--- src/common/ext_irq_map.svh ---
/*
  Register offsets, field positions, reset values and vector numbers
  of the external interrupt front end.
  Assumes a plain 3-bit address, 8-bit data register port.
*/
`ifndef EXT_IRQ_MAP_SVH
`define EXT_IRQ_MAP_SVH

// ---------------------------------------------------------------
// Widths
// ---------------------------------------------------------------
`define ADDR_W            3
`define DATA_W            8
`define LINES             8
`define KEYS              16
`define VEC_W             6

// ---------------------------------------------------------------
// Register offsets
// ---------------------------------------------------------------
`define OFF_SENSE_SELECT  3'h0
`define OFF_LINE_ENABLE   3'h1
`define OFF_KEY_MASK_LOW  3'h2
`define OFF_KEY_MASK_HIGH 3'h3
`define OFF_NMI_CTRL      3'h4
`define OFF_PENDING       3'h5

// ---------------------------------------------------------------
// Fields and reset values
// ---------------------------------------------------------------
`define BIT_NMI_POLARITY  0
`define BIT_NMI_PENDING   1
`define RST_SENSE_SELECT  8'h00
`define RST_LINE_ENABLE   8'h00
`define RST_KEY_MASK_LOW  8'hBF
`define RST_KEY_MASK_HIGH 8'hFF
`define RST_NMI_POLARITY  1'b0
`define KEY_LINE          6
`define WAKE_LINES        8'h47

// ---------------------------------------------------------------
// Vector numbers
// ---------------------------------------------------------------
`define VEC_NMI           6'h03
`define VEC_LINE0         6'h04

`endif

--- src/common/ext_irq_pkg.sv ---
/*
  Types shared by the external interrupt front end.
  Assumes ext_irq_map.svh is on the include path.
*/
`include "ext_irq_map.svh"

package ext_irq_pkg;
  typedef logic [`ADDR_W-1:0] reg_addr_t;
  typedef logic [`DATA_W-1:0] reg_data_t;
  typedef logic [`LINES-1:0]  line_vec_t;
  typedef logic [`KEYS-1:0]   key_vec_t;
  typedef logic [`VEC_W-1:0]  vector_t;
endpackage

--- src/common/pin_sync_if.sv ---
/*
  Carrier between the pin synchroniser and the interrupt core.
  Assumes both ends share clk_sys.
*/
`timescale 1ns/10ps

interface pin_sync_if #(parameter int W = 25);
  logic [W-1:0] raw;
  logic [W-1:0] level;
  modport syncer (input raw, output level);
  modport user   (output raw, input level);
endinterface

--- src/hw/pin_sync.sv ---
/*
  Two-flop synchroniser bank for asynchronous pin inputs.
  Assumes pins idle high (active-low sources), so reset loads ones.
*/
`timescale 1ns/10ps

module pin_sync #(
  parameter int W = 25
) (
  // Clock and reset
  input wire logic clk_sys,
  input wire logic rstn,
  // Pins in, synchronised levels out
  pin_sync_if.syncer p
);
  logic [W-1:0] meta_r;
  logic [W-1:0] level_r;

  // First stage feeds only the second stage
  always_ff @(posedge clk_sys or negedge rstn) begin
    if (!rstn) begin
      meta_r  <= '1;
      level_r <= '1;
    end else begin
      meta_r  <= p.raw;
      level_r <= meta_r;
    end
  end

  assign p.level = level_r;
endmodule

--- src/hw/ext_irq_intc.sv ---
/*
  External interrupt front end: eight maskable request lines with
  level or falling-edge sense, key-sense merge onto line 6, an
  edge-selectable nonmaskable input, priority and vector to the CPU.
  Assumes: pins are asynchronous and active low; the CPU supplies its
  interrupt mask bit and pulses cpu_ack for the presented vector.
*/
// Operation
// [RL1] Sense bit: 0 low level, 1 falling edge
// [RL2] Per-line enable, resets to zero
// [RL3] Latched edge request survives enable clear
// [RL4] Disabled pending edge still served when unmasked
// [RL5] Mask, level sense, disabled: pending cleared
// [RL6] Software masks, disables, toggles sense to discard
// [RL7] Sixteen key masks, 0 enables input
// [RL8] Key masks reset disabled except low bit 6
// [RL9] Unmasked keys ORed into line 6
// [RL10] Nonmaskable request ignores CPU mask
// [RL11] Nonmaskable vector 3, sets CPU mask
// [RL12] Lines 0..7 vectors 4..11, 0 highest
// [RL13] Maskable acceptance sets CPU mask
// [RL14] CPU mask blocks all maskable lines
// [RL15] Detection uses pin level, any direction
// [RL16] Wake only from nonmaskable, 0, 1, 2, 6
// [RL17] Polarity bit: 0 falling, 1 rising
// [RL18] Masked: only nonmaskable forwarded, others wait
// [RL19] Synchronise pins, detect edges from samples
`timescale 1ns/10ps
`include "ext_irq_map.svh"

module ext_irq_intc
  import ext_irq_pkg::*;
(
  // Clock and reset
  input  wire logic clk_sys,
  input  wire logic rstn,
  // Register port
  input  wire reg_addr_t reg_addr,
  input  wire reg_data_t reg_wdata,
  input  wire logic      reg_wr,
  input  wire logic      reg_rd,
  output reg_data_t      reg_rdata,
  // External pins, active low
  input  wire line_vec_t irq_pin_n,
  input  wire key_vec_t  key_sense_input_n,
  input  wire logic      nmi_pin_n,
  // CPU side
  input  wire logic      cpu_int_mask,
  input  wire logic      cpu_ack,
  output logic           irq_req,
  output vector_t        irq_vector,
  output logic           cpu_mask_set,
  output logic           wake_req
);

  // ---------------------------------------------------------------
  // Registers and state
  // ---------------------------------------------------------------
  line_vec_t irq_sense_select_r;
  line_vec_t irq_line_enable_r;
  reg_data_t key_sense_mask_low_r;
  reg_data_t key_sense_mask_high_r;
  logic      nonmaskable_edge_polarity_r;
  reg_data_t rdata_r;
  line_vec_t pend_r;
  line_vec_t line_low_prev_r;
  logic      nmi_prev_r;
  logic      nmi_pend_r;
  logic      req_r;
  vector_t   vector_r;
  logic      mask_set_r;
  logic      wake_r;

  // ---------------------------------------------------------------
  // Pin synchronisation
  // ---------------------------------------------------------------
  pin_sync_if #(.W(`LINES + `KEYS + 1)) pins ();

  // Pin level is used whatever the port direction is set to
  assign pins.raw = {nmi_pin_n, key_sense_input_n, irq_pin_n}; // RL15

  pin_sync #(.W(`LINES + `KEYS + 1)) u_sync (
    .clk_sys (clk_sys),
    .rstn    (rstn),
    .p       (pins)
  ); // RL19

  line_vec_t irq_low;
  key_vec_t  key_low;
  logic      nmi_lvl;
  key_vec_t  key_mask;
  logic      key_hit;
  line_vec_t line_low;
  line_vec_t line_fall;
  logic      nmi_edge;
  logic      served;

  assign irq_low  = ~pins.level[`LINES-1:0];
  assign key_low  = ~pins.level[`LINES +: `KEYS];
  assign nmi_lvl  = pins.level[`LINES + `KEYS];
  assign key_mask = {key_sense_mask_high_r, key_sense_mask_low_r}; // RL7
  // Mask bit 6 also gates the shared line-6 pin
  assign key_hit  = |(key_low & ~key_mask); // RL9

  always_comb begin
    line_low = irq_low;
    line_low[`KEY_LINE] = key_hit | // RL9
                          (irq_low[`KEY_LINE] & ~key_mask[`KEY_LINE]);
  end

  // Edges come from registered samples, never from the first stage
  assign line_fall = line_low & ~line_low_prev_r; // RL19
  assign nmi_edge  = nonmaskable_edge_polarity_r ? // RL17
                     (nmi_lvl & ~nmi_prev_r) : (~nmi_lvl & nmi_prev_r);
  assign served    = cpu_ack & req_r;

  always_ff @(posedge clk_sys or negedge rstn) begin
    if (!rstn) begin
      line_low_prev_r <= '0;
      nmi_prev_r      <= 1'b1;
    end else begin
      line_low_prev_r <= line_low;
      nmi_prev_r      <= nmi_lvl;
    end
  end

  // ---------------------------------------------------------------
  // Register writes
  // ---------------------------------------------------------------
  always_ff @(posedge clk_sys or negedge rstn) begin
    if (!rstn) begin
      irq_sense_select_r          <= `RST_SENSE_SELECT;
      irq_line_enable_r           <= `RST_LINE_ENABLE; // RL2
      key_sense_mask_low_r        <= `RST_KEY_MASK_LOW; // RL8
      key_sense_mask_high_r       <= `RST_KEY_MASK_HIGH; // RL8
      nonmaskable_edge_polarity_r <= `RST_NMI_POLARITY; // RL17
    end else if (reg_wr) begin
      unique case (reg_addr)
        `OFF_SENSE_SELECT:  irq_sense_select_r    <= reg_wdata;
        `OFF_LINE_ENABLE:   irq_line_enable_r     <= reg_wdata;
        `OFF_KEY_MASK_LOW:  key_sense_mask_low_r  <= reg_wdata;
        `OFF_KEY_MASK_HIGH: key_sense_mask_high_r <= reg_wdata;
        `OFF_NMI_CTRL: begin
          nonmaskable_edge_polarity_r <= reg_wdata[`BIT_NMI_POLARITY];
        end
        default: ;
      endcase
    end
  end

  // ---------------------------------------------------------------
  // Register reads, data valid one cycle after the strobe
  // ---------------------------------------------------------------
  always_ff @(posedge clk_sys or negedge rstn) begin
    if (!rstn) begin
      rdata_r <= 8'h00;
    end else if (reg_rd) begin
      unique case (reg_addr)
        `OFF_SENSE_SELECT:  rdata_r <= irq_sense_select_r;
        `OFF_LINE_ENABLE:   rdata_r <= irq_line_enable_r;
        `OFF_KEY_MASK_LOW:  rdata_r <= key_sense_mask_low_r;
        `OFF_KEY_MASK_HIGH: rdata_r <= key_sense_mask_high_r;
        `OFF_NMI_CTRL: begin
          rdata_r <= 8'h00;
          rdata_r[`BIT_NMI_POLARITY] <= nonmaskable_edge_polarity_r;
          rdata_r[`BIT_NMI_PENDING]  <= nmi_pend_r;
        end
        `OFF_PENDING:       rdata_r <= pend_r;
        default:            rdata_r <= 8'h00;
      endcase
    end else begin
      rdata_r <= 8'h00;
    end
  end

  // ---------------------------------------------------------------
  // Pending flags, one per line; a new request beats any clear
  // ---------------------------------------------------------------
  genvar n;
  generate
    for (n = 0; n < `LINES; n++) begin : g_line
      logic set_req;
      logic clr_req;
      // New requests need the enable; old ones do not
      assign set_req = irq_line_enable_r[n] & // RL2 RL3
                       (irq_sense_select_r[n] ? line_fall[n] // RL1
                                              : line_low[n]); // RL1
      // Level sense drops once the pin goes high again
      assign clr_req = (served && vector_r == `VEC_LINE0 + 6'(n)) |
                       (cpu_int_mask & ~irq_sense_select_r[n] & // RL5
                        ~irq_line_enable_r[n]) |
                       (~irq_sense_select_r[n] & ~line_low[n]);
      always_ff @(posedge clk_sys or negedge rstn) begin
        if (!rstn) begin
          pend_r[n] <= 1'b0;
        end else if (set_req) begin
          pend_r[n] <= 1'b1;
        end else if (clr_req) begin
          pend_r[n] <= 1'b0; // RL3
        end
      end
    end
  endgenerate

  always_ff @(posedge clk_sys or negedge rstn) begin
    if (!rstn) begin
      nmi_pend_r <= 1'b0;
    end else if (nmi_edge) begin
      nmi_pend_r <= 1'b1; // RL10
    end else if (served && vector_r == `VEC_NMI) begin
      nmi_pend_r <= 1'b0;
    end
  end

  // ---------------------------------------------------------------
  // Priority and vector to the CPU
  // ---------------------------------------------------------------
  line_vec_t fwd;
  vector_t   vec_nxt;
  logic      req_nxt;

  // Enable is not looked at here, so a stale edge still gets served
  assign fwd = cpu_int_mask ? '0 : pend_r; // RL4 RL14 RL18

  always_comb begin
    vec_nxt = vector_r;
    req_nxt = nmi_pend_r | (|fwd);
    for (int i = `LINES - 1; i >= 0; i--) begin
      if (fwd[i]) begin
        vec_nxt = `VEC_LINE0 + 6'(i); // RL12
      end
    end
    if (nmi_pend_r) begin
      vec_nxt = `VEC_NMI; // RL11
    end
  end

  always_ff @(posedge clk_sys or negedge rstn) begin
    if (!rstn) begin
      req_r    <= 1'b0;
      vector_r <= `VEC_NMI;
    end else begin
      req_r    <= req_nxt;
      vector_r <= vec_nxt;
    end
  end

  // Every accepted request masks further maskable ones
  always_ff @(posedge clk_sys or negedge rstn) begin
    if (!rstn) begin
      mask_set_r <= 1'b0;
    end else begin
      mask_set_r <= served; // RL11 RL13
    end
  end

  // Wake ignores the CPU mask; only some sources may wake
  always_ff @(posedge clk_sys or negedge rstn) begin
    if (!rstn) begin
      wake_r <= 1'b0;
    end else begin
      wake_r <= nmi_pend_r | (|(pend_r & `WAKE_LINES)); // RL16
    end
  end

  assign reg_rdata    = rdata_r;
  assign irq_req      = req_r;
  assign irq_vector   = vector_r;
  assign cpu_mask_set = mask_set_r;
  assign wake_req     = wake_r;
endmodule

--- config.mk ---
export PLATFORM = sky130hd
export DESIGN_NAME = ext_irq_intc
export DESIGN_NICKNAME = d
export VERILOG_FILES = /design/src/common/ext_irq_pkg.sv /design/src/common/pin_sync_if.sv /design/src/hw/pin_sync.sv /design/src/hw/ext_irq_intc.sv
export VERILOG_INCLUDE_DIRS = /design/src /design/src/common
export SDC_FILE = /design/constraint.sdc
export NUM_CORES = 1
export LEC_CHECK = 0
export BUFFER_PORTS_ARGS = -buffer_cell sky130_fd_sc_hd__buf_2
export CAP_MARGIN = 20
export CORE_ASPECT_RATIO = 0.5
export CORE_MARGIN = 5
export CORE_UTILIZATION = 55
export DETAILED_ROUTE_END_ITERATION = 16
export GPL_TIMING_DRIVEN = 0
export MAX_ROUTING_LAYER = met4
export PLACE_DENSITY = 0.77
export SYNTH_ARGS = -nofsm -noshare
export SYNTH_HDL_FRONTEND = slang
export SYNTH_SLANG_ARGS = --single-unit
--- constraint.sdc ---
create_clock -name clk_sys -period 3.08 [get_ports clk_sys]
set_clock_uncertainty 0.05 [all_clocks]
set_input_delay 0.77 -clock clk_sys [delete_from_list [all_inputs] [get_ports clk_sys]]
set_output_delay 0.77 -clock clk_sys [all_outputs]
set_load 0.02 [all_outputs]
==> flow_summary.toml, run 1 <==
[clock_network]
numClockSinks = 116
clk_latency_ps = 410
cts-htree-levels = 4
cts.clk_slew.worst_paths_ps = 50
cts_buffer_depth = 2
ctsHoldBuffers = 0
cts_tree = "done"
cts_setup_buffers = 0
numCtsBuffers = 17
ctsRootBufferMaster = "clkbuf_16"
postCtsResizedCells = 0

[global_routing]
grt_max_degree = 64
track_usage_pct = 21.7
grt_pass1_wl_um = 15600
antenna_found_initial = 0
grt_overflow = 0
grt_pass1_vias = 3118

[floorplanning]
ios = 59
start_util_pct = 55.7
dieArea_um2 = 10000
die_h_um = 73.3
core_area_um2 = 7910
num_rows = 23
die_w_um = 137

[routing]
routed_wl_um = 9220
drt_iter0_drc = 252
vias = 2790
drt_pre_antenna_iters = 4
drc = 0
wl_per_cell_um = 18.1
viasPerCell = 5.47
antenna_left = 0

[sta]
maxSlewViolCount = 0
fin_tns_setup_ps = 0
rsz0062_at_grt = "false"
tightest_slew_ps = 766
finalCriticalPeriod_ps = 2010
setup_slack_ps = 1070
fmax_ghz = 0.497
hold_violations = 0
post-route-period-util_pct = 65.3
setup_violations = 0
slew-limit-headroom_pct = 48.9

[worst_setup_path]
critPathRequiredTime_ps = 2260
critPathLaunchType = "flip-flop"
cp-startpoint = "irq_vector[0]"
rr_startpoint = "key_sense_mask_low_r[3]"
cp.buffers_inverters = 1
slowest_stage = "dfstp_2"
cp_cell_sequence = "buf_2"
max_stage_delay_ps = 600
cp_max_fo = 8
crit_arrival_ps = 1190
critical_path_class = "flip-flop to output pin"
cp-end-kind = "output pin"
critical_path.top_delay_family = "flip-flops"

[synthesis]
yosysSeqAreaShare_pct = 67.8
synth_top_family_by_area = "multiplexers"
yosysTopAreaCell = "dfstp_2"
synthMuxAreaShare_pct = 11.7
async_flop_share_pct = 100
synthFlopType = "dfstp_2"
synth_edf_count = 0
synth_common_cells = "dfstp_2 (68), dfrtp_1 (48), mux2_2 (38)"
synth_fa_ha_area_share_pct = 0
synth_cells = 310
syn_area_um2 = 4410
avgSynthCellArea_um2 = 14.2
synth_area_leaders = "dfstp_2 (41%), dfrtp_1 (27%), mux2_2 (9.7%)"
yosys.area_share.simple_pct = 10.2
ys_ff_latch = 116
synthXorXnorAreaFrac_pct = 0
yosysMostFrequentCell = "dfstp_2"
synth_compound_area_share_pct = 7.78
synth.top_cell.area_share_pct = 40.5
ys_warn_count = 0
ys_types = 45

[pwr]
peakVddDrop_uv = 430
p_leak_nw = 2.37
power_density_nw_per_um2 = 844

[place]
numPortBuffers = 54
dp_slack_ps = 785
globalplace.congestion = 0.911
place_hpwl_um = 6260

[layout]
fillers = 543
final_nets = 427
multiInputGateArea_um2 = 1320
n_antenna_cell = 0
area_growth_pct = 23.5
final-seq-area_um2 = 2990
drive_above_1_share_pct = 52.5

[outcome]
status = "completed"

[flow_run]
drv_cap = 0

[hold_path]
hold_path_class = "flip-flop to flip-flop"
hp-start = "u_sync.meta_r[16]"
## where the power goes
group | internal, W | switching (W) | total (W)
logic | 0.000293 | 0.000310 | 0.000603
clock network | 0.00130 | 0.000652 | 0.00195
registers | 0.00181 | 0.000228 | 0.00204
total | 0.00340 | 0.00119 | 0.00459
## through the flow
step / hold slack [ps] / power [W] / utilization, % / instance area, um2 / instances
floorplan: 295 / 0.00239 / - / 4410 / 311
global placement: 296 / 0.00260 / 60.9 / 4820 / 477
detailed placement: 297 / 0.00265 / 61.3 / 4850 / 478
CTS: 301 / 0.00462 / 68.8 / 5450 / 510
global route: 301 / 0.00479 / 68.8 / 5450 / 510
finish: 300 / 0.00459 / 68.8 / 5450 / 510
## metal layers
metal  routed length [um]  global-route usage, %
met3                  641                   7.18
met1                 3950                   27.4
met2                 4480                   33.0
met4                  151                   8.49
met5                    0                      -
## path summary, 6_finish.rpt
check                                        end  depth (start not counted)  slack, ps
hold reg to reg               u_sync.p.level[16]                          0        300
min in group asynchronous  irq_sense_select_r[6]                          1        410
setup / recovery                   irq_vector[0]                          1       1070
setup reg to reg                       pend_r[6]                          4       1300
max in group asynchronous      u_sync.p.level[1]                          2       1820
hold / removal                u_sync.p.level[16]                          0        300
## cells by family (layout without fill, tap and decap cells)
family | count (synthesis) | in the layout
flops | 116 | 116
other cells | 1 | 2
compound gates | 50 | 50
buf+inv | 21 | 108
mux | 43 | 43
simple gates | 79 | 79
## cells in the final DEF, fill, tap and decap left out, types with 7 or more instances in the layout
cell,Yosys,layout
buf_2,4,57
nand3_1,12,12
dfrtp_1,48,48
nand2_1,19,19
nor2_1,18,18
dfstp_2,68,68
mux2_2,38,38
inv_1,10,10
clkinv_2,0,7
a22oi_1,8,8
o21ai_0,10,10
clkbuf_16,0,17
o22ai_1,8,8
## area by class of cell
type | instances | area share, %
clock inverter | 11 | 2.44
sequential | 116 | 54.9
clock buffer | 21 | 8.46
buffer | 11 | 1.26
multi-input combinational | 174 | 24.2
tap | 112 | 2.57
timing repair buffer | 55 | 5.51
inverter | 10 | 0.689
## flip-flops by register name, summed over array words and instances (netlist names)
register,cells
u_sync.meta_r,25
u_sync.p.level,25
irq_line_enable_r,8
irq_sense_select_r,8
key_sense_mask_high_r,8
key_sense_mask_low_r,8
line_low_prev_r,8
pend_r,8
reg_rdata,8
irq_vector,4
cpu_mask_set,1
irq_req,1
nmi_pend_r,1
nmi_prev_r,1
nonmaskable_edge_polarity_r,1
wake_req,1
Note: power is estimated with default switching activity, not from simulation.
==> run 2, diff against run 1 <==
--- a/config.mk
+++ b/config.mk
@@ -10,11 +10,11 @@
 export CAP_MARGIN = 20
 export CORE_ASPECT_RATIO = 0.5
 export CORE_MARGIN = 5
-export CORE_UTILIZATION = 55
+export CORE_UTILIZATION = 51
 export DETAILED_ROUTE_END_ITERATION = 16
 export GPL_TIMING_DRIVEN = 0
 export MAX_ROUTING_LAYER = met4
-export PLACE_DENSITY = 0.77
+export PLACE_DENSITY = 0.75
 export SYNTH_ARGS = -nofsm -noshare
 export SYNTH_HDL_FRONTEND = slang
 export SYNTH_SLANG_ARGS = --single-unit
==> constraint.sdc (replaced) <==
create_clock -name clk_sys -period 1.6 [get_ports clk_sys]
set_clock_uncertainty 0.05 [all_clocks]
set_input_delay 0.4 -clock clk_sys [delete_from_list [all_inputs] [get_ports clk_sys]]
set_output_delay 0.4 -clock clk_sys [all_outputs]
set_load 0.02 [all_outputs]
==> run 2 against run 1 <==
  * First-iteration DRC count shrank 12%
  * Clock power is 77% higher
  * Routed wire length fell by 2.1%
  * Worst setup slack worse by 1100 ps
  * Sequential share of layout area decreased by 0.54 points
  * Power increased by 89%
  * Core utilization is 4.5 points lower
  * Global-route usage fell by 2.6 points
  * Clock-buffer cell count is 6 higher
  * Die area up 7.0%
  * Final cell count up 2.2%
  * Flip-flop and latch count did not move
==> flow_summary.toml, run 2 (synthesized netlist as in run 1, its figures left out) <==
[routing]
drt_pre_antenna_iters = 4
drc = 0
viasPerCell = 5.37
antenna_left = 0
vias = 2799
routed_wl_um = 9030
wl_per_cell_um = 17.3
drt_iter0_drc = 222

[global_routing]
top_usage_layer = "met2"
grt_pass1_vias = 2926
grt_overflow = 0
grt_pass1_wl_um = 14700
track_usage_pct = 19.1
grt_max_degree = 63
met3_usage_pct = 8.15
grtUsageMet2_pct = 28.7
grt_util_met1_pct = 23.8
antenna_found_initial = 0

[sta]
fin_tns_setup_ps = 0
slew-limit-headroom_pct = 49.4
post-route-period-util_pct = 99.0
setup_violations = 0
rsz0062_at_grt = "true"
fmax_ghz = 0.632
hold_violations = 0
maxSlewViolCount = 0
tightest_slew_ps = 759
finalCriticalPeriod_ps = 1580

[pwr]
power.share.clock_pct = 39.8
power_w = 0.00867
combPwrFrac_pct = 15.0
p_leak_nw = 2.38
power_density_nw_per_um2 = 1570
peakVddDrop_uv = 870
p_sw_w = 0.00227
pwr-share-seq_pct = 45.2
switching_share_pct = 26.2
p_int_w = 0.00640

[worst_setup_path]
r2r_slack_ps = 40
critical_path_class = "flip-flop to output pin"
crit_arrival_ps = 1130
cp.buffers_inverters = 1
critPathRequiredTime_ps = 1150
slowest_stage = "dfstp_2"
max_stage_delay_ps = 590
critPathLaunchType = "flip-flop"
critical_path.top_delay_family = "flip-flops"
cp_cell_sequence = "buf_6"
cp-end-kind = "output pin"
cp_max_fo = 5

[clock_network]
cts-htree-levels = 4
numCtsBuffers = 17
numClockSinks = 116
ctsHoldBuffers = 0
ctsRootBufferMaster = "clkbuf_16"
cts.clk_slew.worst_paths_ps = 50
cts_buffer_depth = 2
clk_latency_ps = 410
cts_tree = "done"

[floorplanning]
ios = 59
dieArea_um2 = 10700
core_area_um2 = 8560
die_h_um = 75.7
start_util_pct = 51.5
die_w_um = 141
num_rows = 24

[layout]
drive_above_1_share_pct = 54.0
final_nets = 433
layout_commonest_cell = "dfstp_2"
n_antenna_cell = 0
area_growth_pct = 24.9
mostFrequentLayoutCells = "dfstp_2 (68), buf_2 (53), dfrtp_1 (45)"

[hold_path]
hold_path_class = "input port to async pin"

[place]
numPortBuffers = 54
globalplace.congestion = 0.879
place_hpwl_um = 6220

[outcome]
status = "completed"

[flow_run]
drv_cap = 0
## run 2: worst paths after layout
| check | start | endpoint | depth (start not counted) |
|---|---|---|---|
| min reg2reg | u_sync.meta_r[17] | u_sync.p.level[17] | 0 |
| min in group clk_sys | irq_pin_n[5] | u_sync.meta_r[5] | 1 |
| max in group asynchronous | rstn | u_sync.meta_r[1] | 2 |
| max | irq_vector[1] | irq_vector[1] | 1 |
| max reg2reg | irq_vector[2] | pend_r[6] | 4 |
| min | rstn | pend_r[2] | 1 |
## run 2: metal layers
| layer | wire [um] | part of all wire (%) | up-vias |
|---|---|---|---|
| met4 | 165 | 1.8 | 0 |
| met3 | 685 | 7.6 | 19 |
| met2 | 4240 | 47 | 100 |
| met5 | 0 | 0 | - |
| met1 | 3940 | 44 | 1407 |
| li1 | - | - | 1273 |
## run 2: power by group through the flow
stage	combinational (W)	sequential [W]	clock [W]
2_1_floorplan	0.000701	0.00389	0
3_3_place_gp	0.00109	0.00392	0
3_5_place_dp	0.00114	0.00395	0
4_1_cts	0.00123	0.00391	0.00349
5_1_grt	0.00145	0.00397	0.00362
6_report	0.00130	0.00391	0.00345
## run 2: repair_timing
action / in CTS / in global routing
setup endpoints to repair: 7 / 7
gates resized for setup: 6 / 6
pin swaps: 1 / 3
setup buffers: 3 / 3
## run 2: layout make-up
| class | instances | area, um2 |
|---|---|---|
| fillers | 623 | 3050 |
| flip-flops and latches | 116 | 2990 |
| multi-input cells | 174 | 1360 |
| clock buffers | 27 | 493 |
| repair buffers | 61 | 360 |
| well taps | 117 | 146 |
| plain buffers | 11 | 71.3 |
| clock inverters | 5 | 50.0 |
| inverters | 10 | 37.5 |
## run 2: through the flow
stage          cells  utilization (%)  hold WS [ps]  setup WS [ps]  area [um2]
3_5_place_dp     483             56.8           297           -312        4860
6_report         521             64.3          27.2           16.5        5510
2_1_floorplan    311                -          54.4           9.10        4420
5_1_grt          521             64.3          18.2          -19.8        5510
3_3_place_gp     482             56.5           296          -1230        4830
4_1_cts          518             63.8          22.7          -6.39        5460
## run 2: worst reg2reg max path: stages, from the launching register on
cell      delay, ps
dfrtp_2         410
nand4b_4        190
or3b_4          450
a311oi_2        240
a211oi_2        100
